### src/stw_pkg.sv
/*
 the package holds the register map, field positions, reset values, state
 codes and timing constants for the supervisor.
 assumes a 20 MHz clock.
*/
package stw_pkg;
  localparam int unsigned CLK_HZ = 20000000;

  // register indices
  localparam logic [3:0] REG_HV_ON   = 4'h3;
  localparam logic [3:0] REG_HV_OFF  = 4'h4;
  localparam logic [3:0] REG_LV_PRI  = 4'h5;
  localparam logic [3:0] REG_LV_SEC  = 4'h6;
  localparam logic [3:0] REG_RST_CFG = 4'hD;
  localparam logic [3:0] REG_WD_CFG  = 4'hF;

  // reset values (neutral picks where none is given)
  localparam logic [7:0] HV_ON_RST   = 8'h08;
  localparam logic [7:0] HV_OFF_RST  = 8'h06;
  localparam logic [7:0] LV_PRI_RST  = 8'h00;
  localparam logic [7:0] LV_SEC_RST  = 8'h00;
  // [7:5] reset hold sel, [3] secondary block, [2:0] sd hold sel
  localparam logic [7:0] RST_CFG_RST = 8'h0B;
  // [7:5] wd timeout sel, [3] wd mode, [2:0] sd delay sel
  localparam logic [7:0] WD_CFG_RST  = 8'hC3;

  // field positions
  localparam int unsigned SEC_BLOCK_BIT = 3;
  localparam int unsigned WD_MODE_BIT   = 3;
  localparam int unsigned RH_SEL_LSB    = 5;
  localparam int unsigned WD_SEL_LSB    = 5;
  localparam int unsigned SD_SEL_LSB    = 0;
  localparam logic [3:0]  EDGE_MODE_CODE = 4'h9;

  // fault register bits
  localparam int unsigned FLT_HV_OFF = 0;
  localparam int unsigned FLT_HV_ON  = 1;

  // times in microseconds, eight steps each
  typedef int unsigned tbl_t [8];
  localparam tbl_t SD_HOLD_US  = '{70, 1000, 5000, 10000, 20000, 50000, 100000, 200000};
  localparam tbl_t SD_DELAY_US = '{70, 10000, 50000, 100000, 200000, 400000, 800000, 1200000};
  localparam tbl_t RS_HOLD_US  = '{100, 1000, 5000, 10000, 20000, 50000, 100000, 200000};
  localparam tbl_t WD_TMO_US   = '{100000, 200000, 400000, 600000, 800000, 1000000, 1500000, 2000000};
  localparam int unsigned US_CYC = CLK_HZ / 1000000;

  // glitch filter and warning delay
  localparam int unsigned GLITCH_US    = 30;
  localparam int unsigned GLITCH_CYC   = GLITCH_US * US_CYC;
  localparam int unsigned WARN_PROP_US = 20;
  localparam int unsigned WARN_CYC     = WARN_PROP_US * US_CYC;

  localparam int unsigned CW = 26;

  typedef enum logic [2:0] {
    SD_IDLE  = 3'b001,
    SD_DELAY = 3'b010,
    SD_HOLD  = 3'b100
  } stw_sd_t;

  typedef enum logic [2:0] {
    WD_OFF   = 3'b001,
    WD_WATCH = 3'b010,
    WD_PULSE = 3'b100
  } stw_wd_t;
endpackage

### src/stw_supervisor.sv
/*
 supervisor timers and watchdog: shutdown, warning and reset sequencing
 from digitised comparator results, plus a standard-mode watchdog.
 assumes comparator outcomes and the register port are synchronous to clk.
*/
`timescale 1ns/1ps
module stw_supervisor #(
  parameter int unsigned GLITCH_CYCLES = stw_pkg::GLITCH_CYC,
  parameter int unsigned WARN_CYCLES   = stw_pkg::WARN_CYC,
  parameter int unsigned US_CYCLES     = stw_pkg::US_CYC
) (
  input  wire logic       clk,
  input  wire logic       rst,
  input  wire logic       hv_on_cmp,
  input  wire logic       hv_off_cmp,
  input  wire logic       lv_primary_uv,
  input  wire logic       lv_secondary_uv,
  input  wire logic       watchdog_kick_in,
  input  wire logic       reg_wr,
  input  wire logic       reg_rd,
  input  wire logic [3:0] reg_addr,
  input  wire logic [7:0] reg_wdata,
  output logic      [7:0] reg_rdata,
  output logic      [7:0] hv_on_level,
  output logic      [7:0] hv_off_level,
  output logic      [7:0] lv_primary_level,
  output logic      [7:0] lv_secondary_level,
  output logic            shutdown_out_n,
  output logic            early_warning_n,
  output logic            reset_out_n,
  output logic            aux_comparator_out,
  output logic      [7:0] fault_status
);
  // elaboration checks on the counts
  if (GLITCH_CYCLES < 1 || WARN_CYCLES < 1 || US_CYCLES < 1) begin : g_bad_cnt
    $error("stw_supervisor: counts must be at least one");
  end
  // longest table entry must fit the shared counters
  if (64'(stw_pkg::SD_DELAY_US[7]) * 64'(US_CYCLES) >= (64'h1 << stw_pkg::CW) ||
      64'(stw_pkg::WD_TMO_US[7]) * 64'(US_CYCLES) >= (64'h1 << stw_pkg::CW) ||
      64'(GLITCH_CYCLES) >= (64'h1 << stw_pkg::CW) ||
      64'(WARN_CYCLES) >= (64'h1 << stw_pkg::CW)) begin : g_bad_width
    $error("stw_supervisor: counter width too small for the timing tables");
  end

  localparam int unsigned CW = stw_pkg::CW;

  typedef struct packed {
    logic [7:0]       on_q;
    logic [7:0]       off_q;
    logic [7:0]       pri_q;
    logic [7:0]       sec_q;
    logic [7:0]       rcfg_q;
    logic [7:0]       wcfg_q;
    logic [7:0]       flt_q;
    logic [7:0]       rdata_q;
    logic [CW-1:0]    glt_q;
    logic             fault_q;
    stw_pkg::stw_sd_t sd_q;
    logic [CW-1:0]    sd_cnt_q;
    logic             sd_n_q;
    logic             warn_n_q;
    logic             lv_act_q;
    logic [CW-1:0]    rh_cnt_q;
    logic             rst_n_q;
    stw_pkg::stw_wd_t wd_q;
    logic [CW-1:0]    wd_cnt_q;
    logic             kick_q;
    logic             aux_q;
  } stw_state_t;

  stw_state_t s_q;
  stw_state_t s_d;

  function automatic logic [CW-1:0] cyc_of(input int unsigned us);
    cyc_of = CW'(us * US_CYCLES);
  endfunction

  function automatic logic [2:0] fld3(input logic [7:0] r, input int unsigned lsb);
    fld3 = r[lsb +: 3];
  endfunction

  logic          edge_mode;
  logic          hv_bad;
  logic          hv_off_hit;
  logic          hv_fault;
  logic          lv_bad;
  logic          kicked;
  logic [CW-1:0] sd_delay_cyc;
  logic [CW-1:0] sd_hold_cyc;
  logic [CW-1:0] rs_hold_cyc;
  logic [CW-1:0] wd_tmo_cyc;

  always_comb begin
    edge_mode    = (s_q.off_q[3:0] == stw_pkg::EDGE_MODE_CODE);
    hv_off_hit   = ~edge_mode & hv_off_cmp;
    hv_bad       = ~hv_on_cmp | hv_off_hit;
    lv_bad       = lv_primary_uv | (lv_secondary_uv & ~s_q.rcfg_q[stw_pkg::SEC_BLOCK_BIT]);
    kicked       = watchdog_kick_in ^ s_q.kick_q;
    hv_fault     = s_q.fault_q;
    sd_delay_cyc = cyc_of(stw_pkg::SD_DELAY_US[fld3(s_q.wcfg_q, stw_pkg::SD_SEL_LSB)]);
    sd_hold_cyc  = cyc_of(stw_pkg::SD_HOLD_US[fld3(s_q.rcfg_q, stw_pkg::SD_SEL_LSB)]);
    rs_hold_cyc  = cyc_of(stw_pkg::RS_HOLD_US[fld3(s_q.rcfg_q, stw_pkg::RH_SEL_LSB)]);
    wd_tmo_cyc   = cyc_of(stw_pkg::WD_TMO_US[fld3(s_q.wcfg_q, stw_pkg::WD_SEL_LSB)]);
  end

  always_comb begin
    s_d = s_q;
    s_d.kick_q = watchdog_kick_in;
    s_d.aux_q  = ~lv_secondary_uv;

    // register writes
    if (reg_wr) begin
      case (reg_addr)
        stw_pkg::REG_HV_ON:   s_d.on_q = reg_wdata;
        stw_pkg::REG_HV_OFF:  s_d.off_q = reg_wdata;
        stw_pkg::REG_LV_PRI:  s_d.pri_q = reg_wdata;
        stw_pkg::REG_LV_SEC:  s_d.sec_q = reg_wdata;
        stw_pkg::REG_RST_CFG: s_d.rcfg_q = reg_wdata;
        stw_pkg::REG_WD_CFG:  s_d.wcfg_q = reg_wdata;
        default: begin
        end
      endcase
    end
    if (reg_rd) begin
      case (reg_addr)
        stw_pkg::REG_HV_ON:   s_d.rdata_q = s_q.on_q;
        stw_pkg::REG_HV_OFF:  s_d.rdata_q = s_q.off_q;
        stw_pkg::REG_LV_PRI:  s_d.rdata_q = s_q.pri_q;
        stw_pkg::REG_LV_SEC:  s_d.rdata_q = s_q.sec_q;
        stw_pkg::REG_RST_CFG: s_d.rdata_q = s_q.rcfg_q;
        stw_pkg::REG_WD_CFG:  s_d.rdata_q = s_q.wcfg_q;
        default:              s_d.rdata_q = 8'h00;
      endcase
    end

    // glitch filter
    if (!hv_bad) begin
      s_d.glt_q   = '0;
      s_d.fault_q = 1'b0;
    end else if (s_q.glt_q >= CW'(GLITCH_CYCLES)) begin
      s_d.fault_q = 1'b1;
    end else begin
      s_d.glt_q = s_q.glt_q + CW'(1);
    end

    // shutdown sequencer
    case (s_q.sd_q)
      stw_pkg::SD_IDLE: begin
        s_d.sd_n_q = 1'b1;
        if (hv_fault) begin
          s_d.sd_q     = stw_pkg::SD_DELAY;
          s_d.sd_cnt_q = '0;
          s_d.warn_n_q = 1'b0;
          if (hv_off_hit) begin
            s_d.flt_q[stw_pkg::FLT_HV_OFF] = 1'b1;
          end else begin
            s_d.flt_q[stw_pkg::FLT_HV_ON] = 1'b1;
          end
        end
      end
      stw_pkg::SD_DELAY: begin
        s_d.sd_cnt_q = s_q.sd_cnt_q + CW'(1);
        if (!hv_fault) begin
          s_d.sd_q     = stw_pkg::SD_IDLE;
          s_d.warn_n_q = 1'b1;
        end else if (s_q.sd_cnt_q + CW'(1) >= sd_delay_cyc && s_q.sd_cnt_q + CW'(1) >= CW'(WARN_CYCLES)) begin
          s_d.sd_q     = stw_pkg::SD_HOLD;
          s_d.sd_n_q   = 1'b0;
          s_d.sd_cnt_q = '0;
        end
      end
      stw_pkg::SD_HOLD: begin
        s_d.sd_n_q = 1'b0;
        if (hv_fault) begin
          s_d.sd_cnt_q = '0;
        end else if (s_q.sd_cnt_q + CW'(1) >= sd_hold_cyc) begin
          s_d.sd_q     = stw_pkg::SD_IDLE;
          s_d.sd_n_q   = 1'b1;
          s_d.warn_n_q = 1'b1;
        end else begin
          s_d.sd_cnt_q = s_q.sd_cnt_q + CW'(1);
        end
      end
      default: s_d.sd_q = stw_pkg::SD_IDLE;
    endcase

    // low-voltage reset hold
    if (lv_bad) begin
      s_d.lv_act_q = 1'b1;
      s_d.rh_cnt_q = '0;
    end else if (s_q.lv_act_q) begin
      if (s_q.rh_cnt_q + CW'(1) >= rs_hold_cyc) begin
        s_d.lv_act_q = 1'b0;
      end else begin
        s_d.rh_cnt_q = s_q.rh_cnt_q + CW'(1);
      end
    end

    // watchdog
    case (s_q.wd_q)
      stw_pkg::WD_OFF: begin
        s_d.wd_cnt_q = '0;
        if (s_q.rst_n_q) begin
          s_d.wd_q = stw_pkg::WD_WATCH;
        end
      end
      stw_pkg::WD_WATCH: begin
        if (!s_q.rst_n_q) begin
          s_d.wd_q     = stw_pkg::WD_OFF;
          s_d.wd_cnt_q = '0;
        end else if (kicked) begin
          s_d.wd_cnt_q = '0;
        end else if (s_q.wd_cnt_q + CW'(1) >= wd_tmo_cyc) begin
          s_d.wd_q     = stw_pkg::WD_PULSE;
          s_d.wd_cnt_q = '0;
        end else begin
          s_d.wd_cnt_q = s_q.wd_cnt_q + CW'(1);
        end
      end
      stw_pkg::WD_PULSE: begin
        if (s_q.wd_cnt_q + CW'(1) >= rs_hold_cyc) begin
          s_d.wd_q     = stw_pkg::WD_WATCH;
          s_d.wd_cnt_q = '0;
        end else begin
          s_d.wd_cnt_q = s_q.wd_cnt_q + CW'(1);
        end
      end
      default: s_d.wd_q = stw_pkg::WD_OFF;
    endcase

    s_d.rst_n_q = s_d.sd_n_q & ~s_d.lv_act_q & (s_d.wd_q != stw_pkg::WD_PULSE);
  end

  always_ff @(posedge clk or posedge rst) begin
    if (rst) begin
      s_q          <= '0;
      s_q.on_q     <= stw_pkg::HV_ON_RST;
      s_q.off_q    <= stw_pkg::HV_OFF_RST;
      s_q.pri_q    <= stw_pkg::LV_PRI_RST;
      s_q.sec_q    <= stw_pkg::LV_SEC_RST;
      s_q.rcfg_q   <= stw_pkg::RST_CFG_RST;
      s_q.wcfg_q   <= stw_pkg::WD_CFG_RST;
      s_q.sd_q     <= stw_pkg::SD_HOLD;
      s_q.warn_n_q <= 1'b0;
      s_q.wd_q     <= stw_pkg::WD_OFF;
    end else begin
      s_q <= s_d;
    end
  end

  always_comb begin
    reg_rdata          = s_q.rdata_q;
    hv_on_level        = s_q.on_q;
    hv_off_level       = s_q.off_q;
    lv_primary_level   = s_q.pri_q;
    lv_secondary_level = s_q.sec_q;
    shutdown_out_n     = s_q.sd_n_q;
    early_warning_n    = s_q.warn_n_q;
    reset_out_n        = s_q.rst_n_q;
    aux_comparator_out = s_q.aux_q;
    fault_status       = s_q.flt_q;
  end
endmodule

### config.mk
export PLATFORM = sky130hd
export DESIGN_NAME = stw_supervisor
export DESIGN_NICKNAME = d
export VERILOG_FILES = /design/src/stw_pkg.sv /design/src/stw_supervisor.sv
export SDC_FILE = /design/constraint.sdc
export NUM_CORES = 1
export LEC_CHECK = 0
export BUFFER_PORTS_ARGS = -buffer_cell sky130_fd_sc_hd__buf_2
export CORE_MARGIN = 1.5
export CORE_UTILIZATION = 45
export DETAILED_ROUTE_END_ITERATION = 12
export GPL_TIMING_DRIVEN = 0
export HOLD_SLACK_MARGIN = 0.02
export PLACE_DENSITY_LB_ADDON = 0.05
export SYNTH_ARGS = -nofsm -noshare
export SYNTH_HDL_FRONTEND = slang
export SYNTH_SLANG_ARGS = --single-unit
### constraint.sdc
create_clock -name clk -period 15.7 [get_ports clk]
set_clock_uncertainty 0.05 [all_clocks]
set_input_delay 3.14 -clock clk [delete_from_list [all_inputs] [get_ports clk]]
set_output_delay 3.14 -clock clk [all_outputs]
set_load 0.02 [all_outputs]
=== Word level (Yosys, flattened, before mapping) ===
Memories as Yosys holds them, arrays and structs flattened.
Index checks and enable logic that the tools add are counted.

* Bits in registers: 175
* Memory bits (read-only): 1,024
* Word-level logic and storage cells: 141
* Memories kept: 4

* Add/subtract/negate cells: 4
* Multipliers: 4
* Order comparisons: 11
* Equal/unequal tests: 23
* Multiplexer cells: 40
* Bitwise logic cells: 17
* Reductions and logical operators: 16

{| class="wikitable"
|+ Memory list
! memory !! depth !! bits a word !! rd ports !! clocked after memory_dff !! write ports !! RTL line !! source
|-
| (name not given) || 8 || 32 || 1 || 0 || 0 || stw_supervisor.sv:104 || <nowiki>wd_tmo_cyc = cyc_of(stw_pkg::WD_TMO_US[fld3(s_q.wcfg_q, stw_pkg::WD_SEL_LSB)]);</nowiki>
|-
| (name not given) || 8 || 32 || 1 || 0 || 0 || stw_supervisor.sv:103 || <nowiki>rs_hold_cyc = cyc_of(stw_pkg::RS_HOLD_US[fld3(s_q.rcfg_q, stw_pkg::RH_SEL_LSB)]);</nowiki>
|-
| (name not given) || 8 || 32 || 1 || 0 || 0 || stw_supervisor.sv:102 || <nowiki>sd_hold_cyc = cyc_of(stw_pkg::SD_HOLD_US[fld3(s_q.rcfg_q, stw_pkg::SD_SEL_LSB)]);</nowiki>
|-
| (name not given) || 8 || 32 || 1 || 0 || 0 || stw_supervisor.sv:101 || <nowiki>sd_delay_cyc = cyc_of(stw_pkg::SD_DELAY_US[fld3(s_q.wcfg_q, stw_pkg::SD_SEL_LSB)]);</nowiki>
|}

{| class="wikitable"
|+ Operators with widths
! cell !! number
|-
| 32-bit two-way mux || 8
|-
| 26-bit two-way mux || 7
|-
| 26-bit greater-or-equal comparator || 5
|-
| 32-bit by 3-bit multiplier with 24-bit output, second input constant || 4
|-
| 27-bit two-way mux || 4
|-
| 26-bit by 1-bit adder with 26-bit output, second input constant || 4
|-
| 28-bit case mux with 3 select lines || 1
|-
| 26-bit case mux with 3 select lines || 1
|-
| 29-bit two-way mux || 2
|-
| 8-bit case mux with 6 select lines || 1
|-
| 30-bit two-way mux || 1
|-
| 26-bit by 10-bit greater-or-equal comparator with 1-bit output, second input constant || 1
|-
| 26-bit by 9-bit greater-or-equal comparator with 1-bit output, second input constant || 1
|-
| 3-bit two-way mux || 7
|-
| 3-bit case mux with 3 select lines || 2
|-
| 4-bit greater-or-equal comparator, second input constant || 4
|-
| 3-bit NOT with 4-bit output || 4
|-
| 2-bit AND reduction || 7
|-
| 4-bit by 3-bit equality test with 1-bit output, second input constant || 3
|-
| 4-bit equality test, second input constant || 3
|-
| 2-bit inequality test, second input constant || 6
|-
| 3-bit inequality test, second input constant || 3
|-
| 3-bit AND reduction || 3
|-
| 3-bit by 1-bit equality test with 1-bit output, second input constant || 2
|-
| other kinds (15) || 31
|}

=== Longest topological paths before layout ===
Gate-level depths: netlist of run 1.

* Depth after elaboration: 12
* Mapped depth: 27

=== Least setup slack after synthesis of run 1 ===
No wires, ideal clock.

* Path type: register to register
* From: register s_q[139] (netlist bit)
* To: register s_q[26] (netlist bit)
* Setup time: 0.064 ns
* Arrival time: 5.317 ns
* Required time: 15.586 ns
* Setup slack: 10.269 ns
* Cell stages (with the launch flop): 28
* Path through: dfstp_2 > clkbuf_1 > inv_1 > ha_1 > inv_1 > nor2_1 > a21oi_1 > ha_1 > ha_1 > a221o_1 > a21oi_1 > o21ai_0 > a311o_1 > nand2_1 > a21oi_1 > o21ai_0 > nand2b_1 > xor2_1 > ha_1 > a21o_1 > a21o_1 > a21oi_1 > o21ai_0 > a21oi_1 > a21boi_4 > buf_4 > nor3b_1 > a21o_1

* Word-level cells in the longest chain between the ends: 10

{| class="wikitable"
|+ RTL lines
! element !! RTL line !! source
|-
| start: declaration || stw_supervisor.sv:72 || <nowiki>stw_state_t s_q;</nowiki>
|-
| 3-bit NOT with 4-bit output (implied by the code) || stw_supervisor.sv:104 ||
|-
| memory 8 x 32 bit || - ||
|-
| 32-bit two-way mux (implied by the code) (2 in series) || stw_supervisor.sv:104 ||
|-
| 32-bit by 3-bit multiplier with 24-bit output || stw_supervisor.sv:76 || <nowiki>cyc_of = CW'(us * US_CYCLES);</nowiki>
|-
| 26-bit greater-or-equal comparator || stw_supervisor.sv:214 || <nowiki>end else if (s_q.wd_cnt_q + CW'(1) >= wd_tmo_cyc) begin</nowiki>
|-
| 26-bit two-way mux || stw_supervisor.sv:214 ||
|-
| 26-bit two-way mux || stw_supervisor.sv:212 || <nowiki>end else if (kicked) begin</nowiki>
|-
| 29-bit two-way mux || stw_supervisor.sv:209 || <nowiki>if (!s_q.rst_n_q) begin</nowiki>
|-
| 26-bit case mux with 3 select lines || stw_supervisor.sv:201 || <nowiki>case (s_q.wd_q)</nowiki>
|}

No other way between the ends. The select of a mux whose other input is x is not followed.
A chain may end at the register's enable or synchronous reset.

=== Worst setup path after layout of run 1 ===
* From: register s_q[133] (netlist bit)
* To: register s_q[65] (netlist bit)

* Word-level cells in the longest chain between the ends: 10

{| class="wikitable"
|+ RTL lines
! element !! RTL line !! source
|-
| 3-bit NOT with 4-bit output (implied by the code) || stw_supervisor.sv:101 ||
|-
| memory 8 x 32 bit || - ||
|-
| 32-bit two-way mux (implied by the code) (2 in series) || stw_supervisor.sv:101 ||
|-
| 32-bit by 3-bit multiplier with 24-bit output || stw_supervisor.sv:76 ||
|-
| 26-bit greater-or-equal comparator || stw_supervisor.sv:167 || <nowiki>end else if (s_q.sd_cnt_q + CW'(1) >= sd_delay_cyc && s_q.sd_cnt_q + CW'(1) >= CW'(WARN_CYCLES)) begin</nowiki>
|-
| 1-bit logical AND || stw_supervisor.sv:167 ||
|-
| 30-bit two-way mux || stw_supervisor.sv:167 ||
|-
| 27-bit two-way mux || stw_supervisor.sv:164 || <nowiki>if (!hv_fault) begin</nowiki>
|-
| 28-bit case mux with 3 select lines || stw_supervisor.sv:148 || <nowiki>case (s_q.sd_q)</nowiki>
|}

No other way between the ends. The select of a mux whose other input is x is not followed.

==> results of run 1 <==
## logic make-up (layout without fill, tap and decap cells)
kind of cell    after synthesis  after routing  synth area share, %
simple gates                600            600                19.49
flops                       175            175                28.22
buf+inv                     189            285                5.850
other cells                   1             11              0.02408
mux                          70             70                4.958
fa+ha+maj                   223            223                18.06
xor+xnor                    137            137                7.706
compound gates              381            381                15.69
## registers in the layout (all words and copies together), names as in the netlist, 2 cells and up
name	cells
lv_primary_level	8
hv_on_level	8
reg_rdata	8
s_q	128
fault_status	2
lv_secondary_level	8
hv_off_level	8
## metrics by stage
step | instance area, µm² | utilization (%)
2_1_floorplan | 15610 | -
3_5_place_dp | 16520 | 48.91
6_report | 17120 | 50.66
4_1_cts | 17120 | 50.66
3_3_place_gp | 16480 | 48.79
5_1_grt | 17120 | 50.66
## cell type report
cell class,count,share of cell area [%]
flip-flops and latches,175,25.67
clock inverters,15,0.9722
multi-input cells,1422,60.23
clock buffers,17,2.485
well taps,448,3.275
plain buffers,94,3.238
inverters,95,2.127
repair buffers,64,2.003
## routing by layer
metal	GRT usage, %	up-vias
met2	38.89	150
met4	5.189	0
li1	-	6435
met3	3.077	36
met5	0	-
met1	30.35	6083
## synthesized netlist by cell type, types with 4 or more instances
cell type,number
clkbuf_1,30
dfrtp_1,163
or2_2,8
or3_1,5
nand2b_1,39
a22oi_1,6
xor2_1,68
nor3_1,20
o21bai_1,14
nand2_1,168
a31oi_1,14
ha_1,220
buf_2,11
o31ai_1,4
nand3_1,38
buf_4,50
dfstp_2,12
a221oi_1,7
a31o_2,4
o21ai_0,64
o21a_1,12
nor4_1,14
a22o_1,6
xnor2_1,69
a21oi_1,135
inv_1,93
o22ai_1,14
o211ai_1,4
a211oi_1,10
a21o_1,43
and3_1,28
nor2_1,131
nand4_1,43
and4_1,8
mux2_2,57
nor2b_1,32
and2_1,45
nor3b_1,5
mux2i_1,13
## how the worst min path moves through the flow
stage	startpoint	slack, ns	endpoint	cells after the start
3_5_place_dp	fault_status[1]	0.40	fault_status[1]	1
5_1_grt	fault_status[1]	0.44	fault_status[1]	1
2_1_floorplan	fault_status[1]	0.38	fault_status[1]	1
6_report	fault_status[1]	0.43	fault_status[1]	1
4_1_cts	fault_status[1]	0.42	fault_status[1]	1
3_3_place_gp	fault_status[1]	0.40	fault_status[1]	1
## report_power, final
part	switching [µW]	total (µW)	internal [µW]
logic	738	1270	536
clock network	222	436	214
registers	70.5	587	516
==> metrics.txt, run 1 <==
run status finished clean; Setup crit start kind register; kind of critical path reg -> reg; FF+latch area 0.004394 mm²; DRT iter0 DRCs 674; WP buf/inv 3; Chip Height 189.0 µm; FP Rows 67; reg2reg start s_q[133]; leak pwr 0.008571 µW; Warnings, synthesis 0; critical path cell sequence inv_1 > ha_1 > nand2_1 > inv_1 > ha_1 > ha_1 > a31oi_1 > o21bai_1 > and3_1 > o21ai_0 > a21oi_1 > o41ai_1 > xnor2_1 > ha_1 > a31oi_1 > nand3_1 > or4_1 > a221o_1 > o21ai_2 > a22o_4 > buf_2 > a21oi_1 > o22ai_1; CP dominant cell by count ha_1; Area Growth Syn to Fin 9.924%; Final HPWL DP 31130 µm; post-CTS setup buffer count 0; core area 0.03378 mm²; die width 189.0 µm; vias in the first global route 12470; Post-synth EDFFs 0; metal3 WL 896 µm; Worst path top cell family by delay compound AO/OA/AOI/OAI gates; worst skew pair latency 0.46 ns; Tmin final 6.554 ns; power density cells 134.2 mW/mm²; maximum root-to-sink buffer count 2; Hold Path Class reg -> reg; area fraction of the dominant cell type after synthesis 26.20%; post-synthesis sequential area ratio 28.22%; Reg2Reg Setup Slack 9.15 ns; period utilization 41.74%; pre-CTS setup slack 9.192 ns; Post-CTS Hold Fix Bufs 0; largest net degree at the start of global routing 107; Synth area leaders dfrtp_1, ha_1, a21oi_1; TritonRoute pass-1 iters 4; WL met2 19140 µm; Fillers 3269; Clock Sinks 175; antenna fix cells 0; most frequent cells in the layout ha_1, nand2_1, dfrtp_1; post-synthesis instance area 0.01557 mm²; Reg2Reg Depth 23; CP arrival 6.88 ns; multi-input logic area 0.01031 mm²; global-route wire length before repair 65210 µm; most common cell after layout, fill and taps aside ha_1; DRC violations left 0; TNS Setup 0 ns; total die area 0.03573 mm²; Crit Path Max Fanout 11; root buf cell clkbuf_16; Max H-tree Level 4; CP Capture Type register; unrepaired setup endpoints after global routing no; Synth area leader dfrtp_1; WL final 39670 µm; critical path required time 16.03 ns; # resized after CTS 0; total congestion overflow 0; I/O pin count 73; Vias/cell 5.452; Synth Area per Inst 8.768 µm²; top sig layer met4; share of layout cells above drive strength 1 13.39%; CP max stage delay 0.67 ns; Slew headroom 13.99%; Initial Util 46.09%; vias after detailed routing 12700; count of different cell masters after synthesis 81; capture point of the worst reg-to-reg path s_q[65]; fin nets 2113; Max Fclk 152.6 MHz; crit path max-delay cell type dfstp_2; CP Depth 23; Routed Antenna Nets 0; Main synth FF type dfrtp_1; final non-filler cell total 2330; placed insts 2298; WHS 0.4277 ns; Max-cap violations 0; async set-reset flop share out of synthesis 100.0%; final hold vios 0; clock tree from TritonCTS yes; flops & latches, synth 175; Metal-1 WL 19040 µm; Final Power 2297 µW; # setup viols final 0; Final Max Slew Viols 0; Clock Pin Slew Worst Setup and Hold Paths 0.08 ns; Avg WL per Cell 17.03 µm; worst setup path end s_q[65]; Slew @ Worst Pin 1.278 ns; Port Buffers 63; maximum vdd drop 82.29 µV; CTS Buf Count 17; Mapped Cells 1776; initial antenna violation count 0; total track usage 22.71%; critical path launch point s_q[133]; Placer Congestion 0.8515; Final WS setup 9.146 ns
Power figures use the tool's default switching activity.
==> inputs of run 2 (changes only) <==
Clock period 15.7 ns to 6.2 ns, I/O delays scaled along.
==> run 2 against run 1 <==
  * Hold slack about the same
  * Via count increased by 0.17%
  * Critical path depth unchanged
  * Clock power increased to 2.5 times the previous value
  * Global-route usage unchanged
  * Total power increased to 2.6 times the previous value
  * Die area unchanged
  * Sequential cell count unchanged
==> metrics.txt, run 2 (synthesized netlist as in run 1, its figures left out) <==
Area Growth Syn to Fin 11.28%; placed insts 2298; most common cell after layout, fill and taps aside ha_1; leak pwr 0.008663 µW; die width 189.0 µm; root buf cell clkbuf_16; largest net degree at the start of global routing 107; worst skew pair latency 0.45 ns; total die area 0.03573 mm²; Crit Path Max Fanout 10; Reg2Reg Setup Slack 0.32 ns; Hold Path Class reg -> reg; vias after detailed routing 12730; CP Capture Type register; Int Pwr 3249 µW; Biggest register s_q; Placer Congestion 0.8515; Max-cap violations 0; Chip Height 189.0 µm; WHS 0.4277 ns; Final Max Slew Viols 0; CTS Buf Count 17; fin nets 2126; Setup crit start kind register; total track usage 22.71%; WL final 39850 µm; vias in the first global route 12480; Gate power share 56.1%; maximum vdd drop 208.3 µV; Max H-tree Level 4; reg2reg start s_q[133]; period utilization 94.85%; TritonRoute pass-1 iters 5; switching part of the total 44.81%; Port Buffers 63; Initial Util 46.09%; Clock Sinks 175; core area 0.03378 mm²; Routed Antenna Nets 0; DRT iter0 DRCs 630; final hold vios 0; run status finished clean; Tmin final 5.880 ns; Final Cell Area 0.01733 mm²; share of layout cells above drive strength 1 15.15%; Final HPWL DP 31130 µm; Fillers 3243; total congestion overflow 0; Placed Area 0.01652 mm²; CP arrival 6.20 ns; Clk pwr share 18.7%; # setup viols final 0; power density cells 339.7 mW/mm²; kind of critical path reg -> reg; final non-filler cell total 2343; Avg WL per Cell 17.01 µm; global-route wire length before repair 65210 µm; critical path launch point s_q[133]; DRC violations left 0; Reg2Reg Depth 23; unrepaired setup endpoints after global routing no; max FFs per register 128; FP Rows 67; Psw 2637 µW; Max Fclk 170.1 MHz; capture point of the worst reg-to-reg path s_q[74]; initial antenna violation count 0; Sequential Power Share 25.2%; critical path required time 6.52 ns; Vias/cell 5.431; I/O pin count 73; Clock Pin Slew Worst Setup and Hold Paths 0.08 ns; Slew headroom 14.33%; antenna fix cells 0; maximum root-to-sink buffer count 2; clock tree from TritonCTS yes; most frequent cells in the layout ha_1, nand2_1, dfrtp_1; Slew @ Worst Pin 1.273 ns; worst setup path end s_q[74]
## run 2: critical path: stages (launching register included)
cell and delay [ns]:
dfstp_2 0.60, inv_1 0.18, ha_4 0.21, nand2_1 0.09, o21ai_0 0.16, ha_1 0.24
ha_1 0.34, a31oi_2 0.23, o21bai_1 0.11, and3_1 0.19, o21ai_1 0.16, a21oi_1 0.16
o41ai_2 0.40, xnor2_1 0.18, ha_1 0.29, a31oi_2 0.23, nand3_1 0.11, or4_1 0.59
a221o_1 0.40, o21ai_2 0.13, a22o_4 0.23, nand2b_1 0.13, buf_4 0.22, o22ai_1 0.19
## run 2: metrics by stage
stage | utilization [%] | setup slack [ns] | total power [µW] | setup TNS, ns
floorplan | - | 0.1847 | 3918 | 0
global placement | 48.79 | -2.312 | 4665 | -386.28
detailed placement | 48.91 | -0.3078 | 4725 | -10.35
CTS | 50.73 | 0.02508 | 5875 | 0
global route | 51.29 | 0.008808 | 6426 | 0
finish | 51.29 | 0.3196 | 5886 | 0
## run 2: per-layer routing
| metal | vias to the layer above | track usage (%) | wire [µm] |
|---|---|---|---|
| met1 | 6074 | 30.34 | 19120 |
| li1 | 6461 | - | - |
| met5 | - | 0 | 0 |
| met4 | 0 | 5.189 | 588 |
| met2 | 156 | 38.90 | 19300 |
| met3 | 35 | 3.077 | 842 |
## run 2: area by class of cell
type,instances,area [µm²],share of cell area (%)
clock inverters,15,166.4,0.9604
clock buffers,17,425.4,2.455
repair buffers,77,440.4,2.542
plain buffers,94,574.3,3.314
multi-input cells,1422,10390,59.98
inverters,95,371.6,2.145
well taps,448,560.5,3.235
flip-flops and latches,175,4395,25.37
## run 2: timing repair
item / in CTS / in global routing
endpoints found under the setup margin: 54 / 75
pin swaps: 1 / 1
resized for setup: 4 / 39
hold buffers: 0 / 0
cloned: 0 / 0
buffers inserted: 1 / 12
## run 2: worst min-delay path by stage
stage | from | end | slack, ns | cells after the start
CTS | fault_status[1] | fault_status[1] | 0.42 | 1
finish | fault_status[1] | fault_status[1] | 0.43 | 1
floorplan | fault_status[1] | fault_status[1] | 0.38 | 1
global placement | fault_status[1] | fault_status[1] | 0.40 | 1
global route | fault_status[1] | fault_status[1] | 0.44 | 1
detailed placement | fault_status[1] | fault_status[1] | 0.40 | 1
## run 2: power by group through the flow
stage / Clock (µW) / Combinational, µW / Sequential [µW]
5_1_grt: 1180 / 3740 / 1510
3_3_place_gp: 0 / 3170 / 1500
2_1_floorplan: 0 / 2470 / 1450
3_5_place_dp: 0 / 3220 / 1500
6_report: 1100 / 3300 / 1480
4_1_cts: 1140 / 3250 / 1480
==> inputs of run 3 (changes only) <==
Clock period 6.2 ns to 5 ns, I/O delays scaled along.
==> run 3 against run 2 <==
  * Final cell count grew 4.0%
  * Critical path depth grew 3
  * Total power grew 42%
  * Fmax grew 15%
  * The run now ends with setup timing left
  * Clock-buffer cell count is the same
  * Register-to-register slack lost 0.43 ns
  * Global-route usage grew 1.3 points
  * Sequential power grew 24%
==> metrics.txt, run 3 (synthesized netlist as in run 1, its figures left out) <==
leak pwr 0.009522 µW; Avg WL per Cell 17.81 µm; Post-CTS Hold Fix Bufs 0; Routed Antenna Nets 0; total die area 0.03573 mm²; DRT iter0 DRCs 625; Max H-tree Level 4; Slew @ Worst Pin 1.353 ns; critical path required time 5.27 ns; total track usage 24.06%; worst skew pair latency 0.45 ns; Slew headroom 9.605%; max FFs per register 128; DRC violations left 0; Clock Sinks 175; maximum root-to-sink buffer count 2; kind of critical path reg -> reg; largest net degree at the start of global routing 39; Final WS setup -0.1098 ns; Fillers 2994; total congestion overflow 0; antenna fix cells 0; Initial Util 46.09%; metal3 WL 883 µm; global-route wire length before repair 69180 µm; initial antenna violation count 0; share of layout cells above drive strength 1 29.43%; Clock Pin Slew Worst Setup and Hold Paths 0.07 ns; Vias/cell 5.519; Crit Path Max Fanout 5; Placer Congestion 0.8621; final non-filler cell total 2436; CTS Buf Count 17; CP arrival 5.38 ns; root buf cell clkbuf_16; Metal-1 WL 19630 µm; Hold Path Class reg -> reg; Biggest register s_q; fin util 58.03%; Area Growth Syn to Fin 25.91%; unrepaired setup endpoints after global routing yes; core area 0.03378 mm²; TritonRoute pass-1 iters 5; Tmin final 5.110 ns; vias in the first global route 13370; period utilization 102.2%; CP Capture Type register; WL met2 21990 µm; Chip Height 189.0 µm; Max-cap violations 0; die width 189.0 µm; Final HPWL DP 31520 µm; final hold vios 0; I/O pin count 73; Setup crit start kind register; most frequent cells in the layout ha_1, dfrtp_1, nand2_1; maximum vdd drop 284.3 µV; vias after detailed routing 13450; Port Buffers 63; failing checks setup timing; clock tree from TritonCTS yes; top sig layer met4; FP Rows 67; run status finished with violations; placed insts 2302; fin nets 2219; power density cells 427.5 mW/mm²; Max Fclk 195.7 MHz; # setup viols final 17; Final Max Slew Viols 0; most common cell after layout, fill and taps aside ha_1; WL final 43380 µm
run 3: power by group:
group          leakage [µW]  total [µW]  internal (µW)  switching, µW
registers           0.00227        1830           1620            203
clock network      0.000265        1320            653            668
logic               0.00699        5240           2400           2830
run 3: timing repair:
action	in CTS	in global routing
setup endpoints to repair	87	85
pin swaps	75	97
buffers inserted	75	25
gates cloned	2	5
gates resized for setup	187	166
run 3: final timing paths:
| path | endpoint | depth (start not counted) | startpoint | slack [ns] |
|---|---|---|---|---|
| worst max-delay path | s_q[70] | 26 | s_q[141] | -0.11 |
| min in group asynchronous | hv_off_level[4] | 2 | rst | 0.44 |
| worst min register to register | fault_status[1] | 1 | fault_status[1] | 0.42 |
| max in group asynchronous | s_q[89] | 4 | rst | 3.70 |
| worst min-delay path | fault_status[1] | 1 | fault_status[1] | 0.42 |
| worst max register to register | s_q[70] | 26 | s_q[141] | -0.11 |
run 3: stage by stage:
step	power [µW]	area (µm²)	setup TNS (ns)	worst slack [ns]	hold WS (ns)
2_1_floorplan	4896	15680	0	0.002061	0.3789
3_3_place_gp	5834	16550	-79.59	-1.131	0.3945
3_5_place_dp	5921	16660	-80.88	-1.183	0.4025
4_1_cts	7985	18630	-0.1229	-0.04325	0.4186
5_1_grt	9055	19610	-10.58	-0.3301	0.4206
6_report	8381	19610	-1.037	-0.1098	0.4171
run 3: final cells by class:
| cell class | count | area (µm²) | share of cell area [%] |
|---|---|---|---|
| buffer | 92 | 728.2 | 3.714 |
| sequential | 175 | 4397 | 22.43 |
| clock inverter | 15 | 130.1 | 0.6637 |
| clock buffer | 17 | 425.4 | 2.170 |
| timing repair buffer | 172 | 1360 | 6.937 |
| inverter | 95 | 397.9 | 2.029 |
| multi-input combinational | 1422 | 11610 | 59.20 |
| tap | 448 | 560.5 | 2.859 |
run 3: worst max-delay path: stages (launching register included):
cell and delay [ns]:
dfstp_2 0.60, inv_2 0.08, ha_4 0.28, xor2_1 0.14, nor2_1 0.07, a21oi_2 0.13
ha_1 0.24, a21o_1 0.18, a21oi_2 0.15, o21bai_1 0.11, o21ai_1 0.20, a31oi_2 0.15
nand4_1 0.12, a31oi_1 0.13, o31ai_1 0.28, mux2i_1 0.42, ha_1 0.18, nand2_1 0.06
o21ai_1 0.18, nor4_1 0.07, and2_4 0.18, a311oi_4 0.36, nand2b_4 0.21, buf_6 0.10
buf_6 0.10, buf_16 0.13, o22ai_2 0.07
run 3: metal layers:
metal / GRT usage (%) / vias to the layer above
met5: 0 / -
met4: 6.532 / 0
met3: 2.929 / 49
met2: 42.59 / 182
met1: 30.83 / 6554
li1: - / 6660
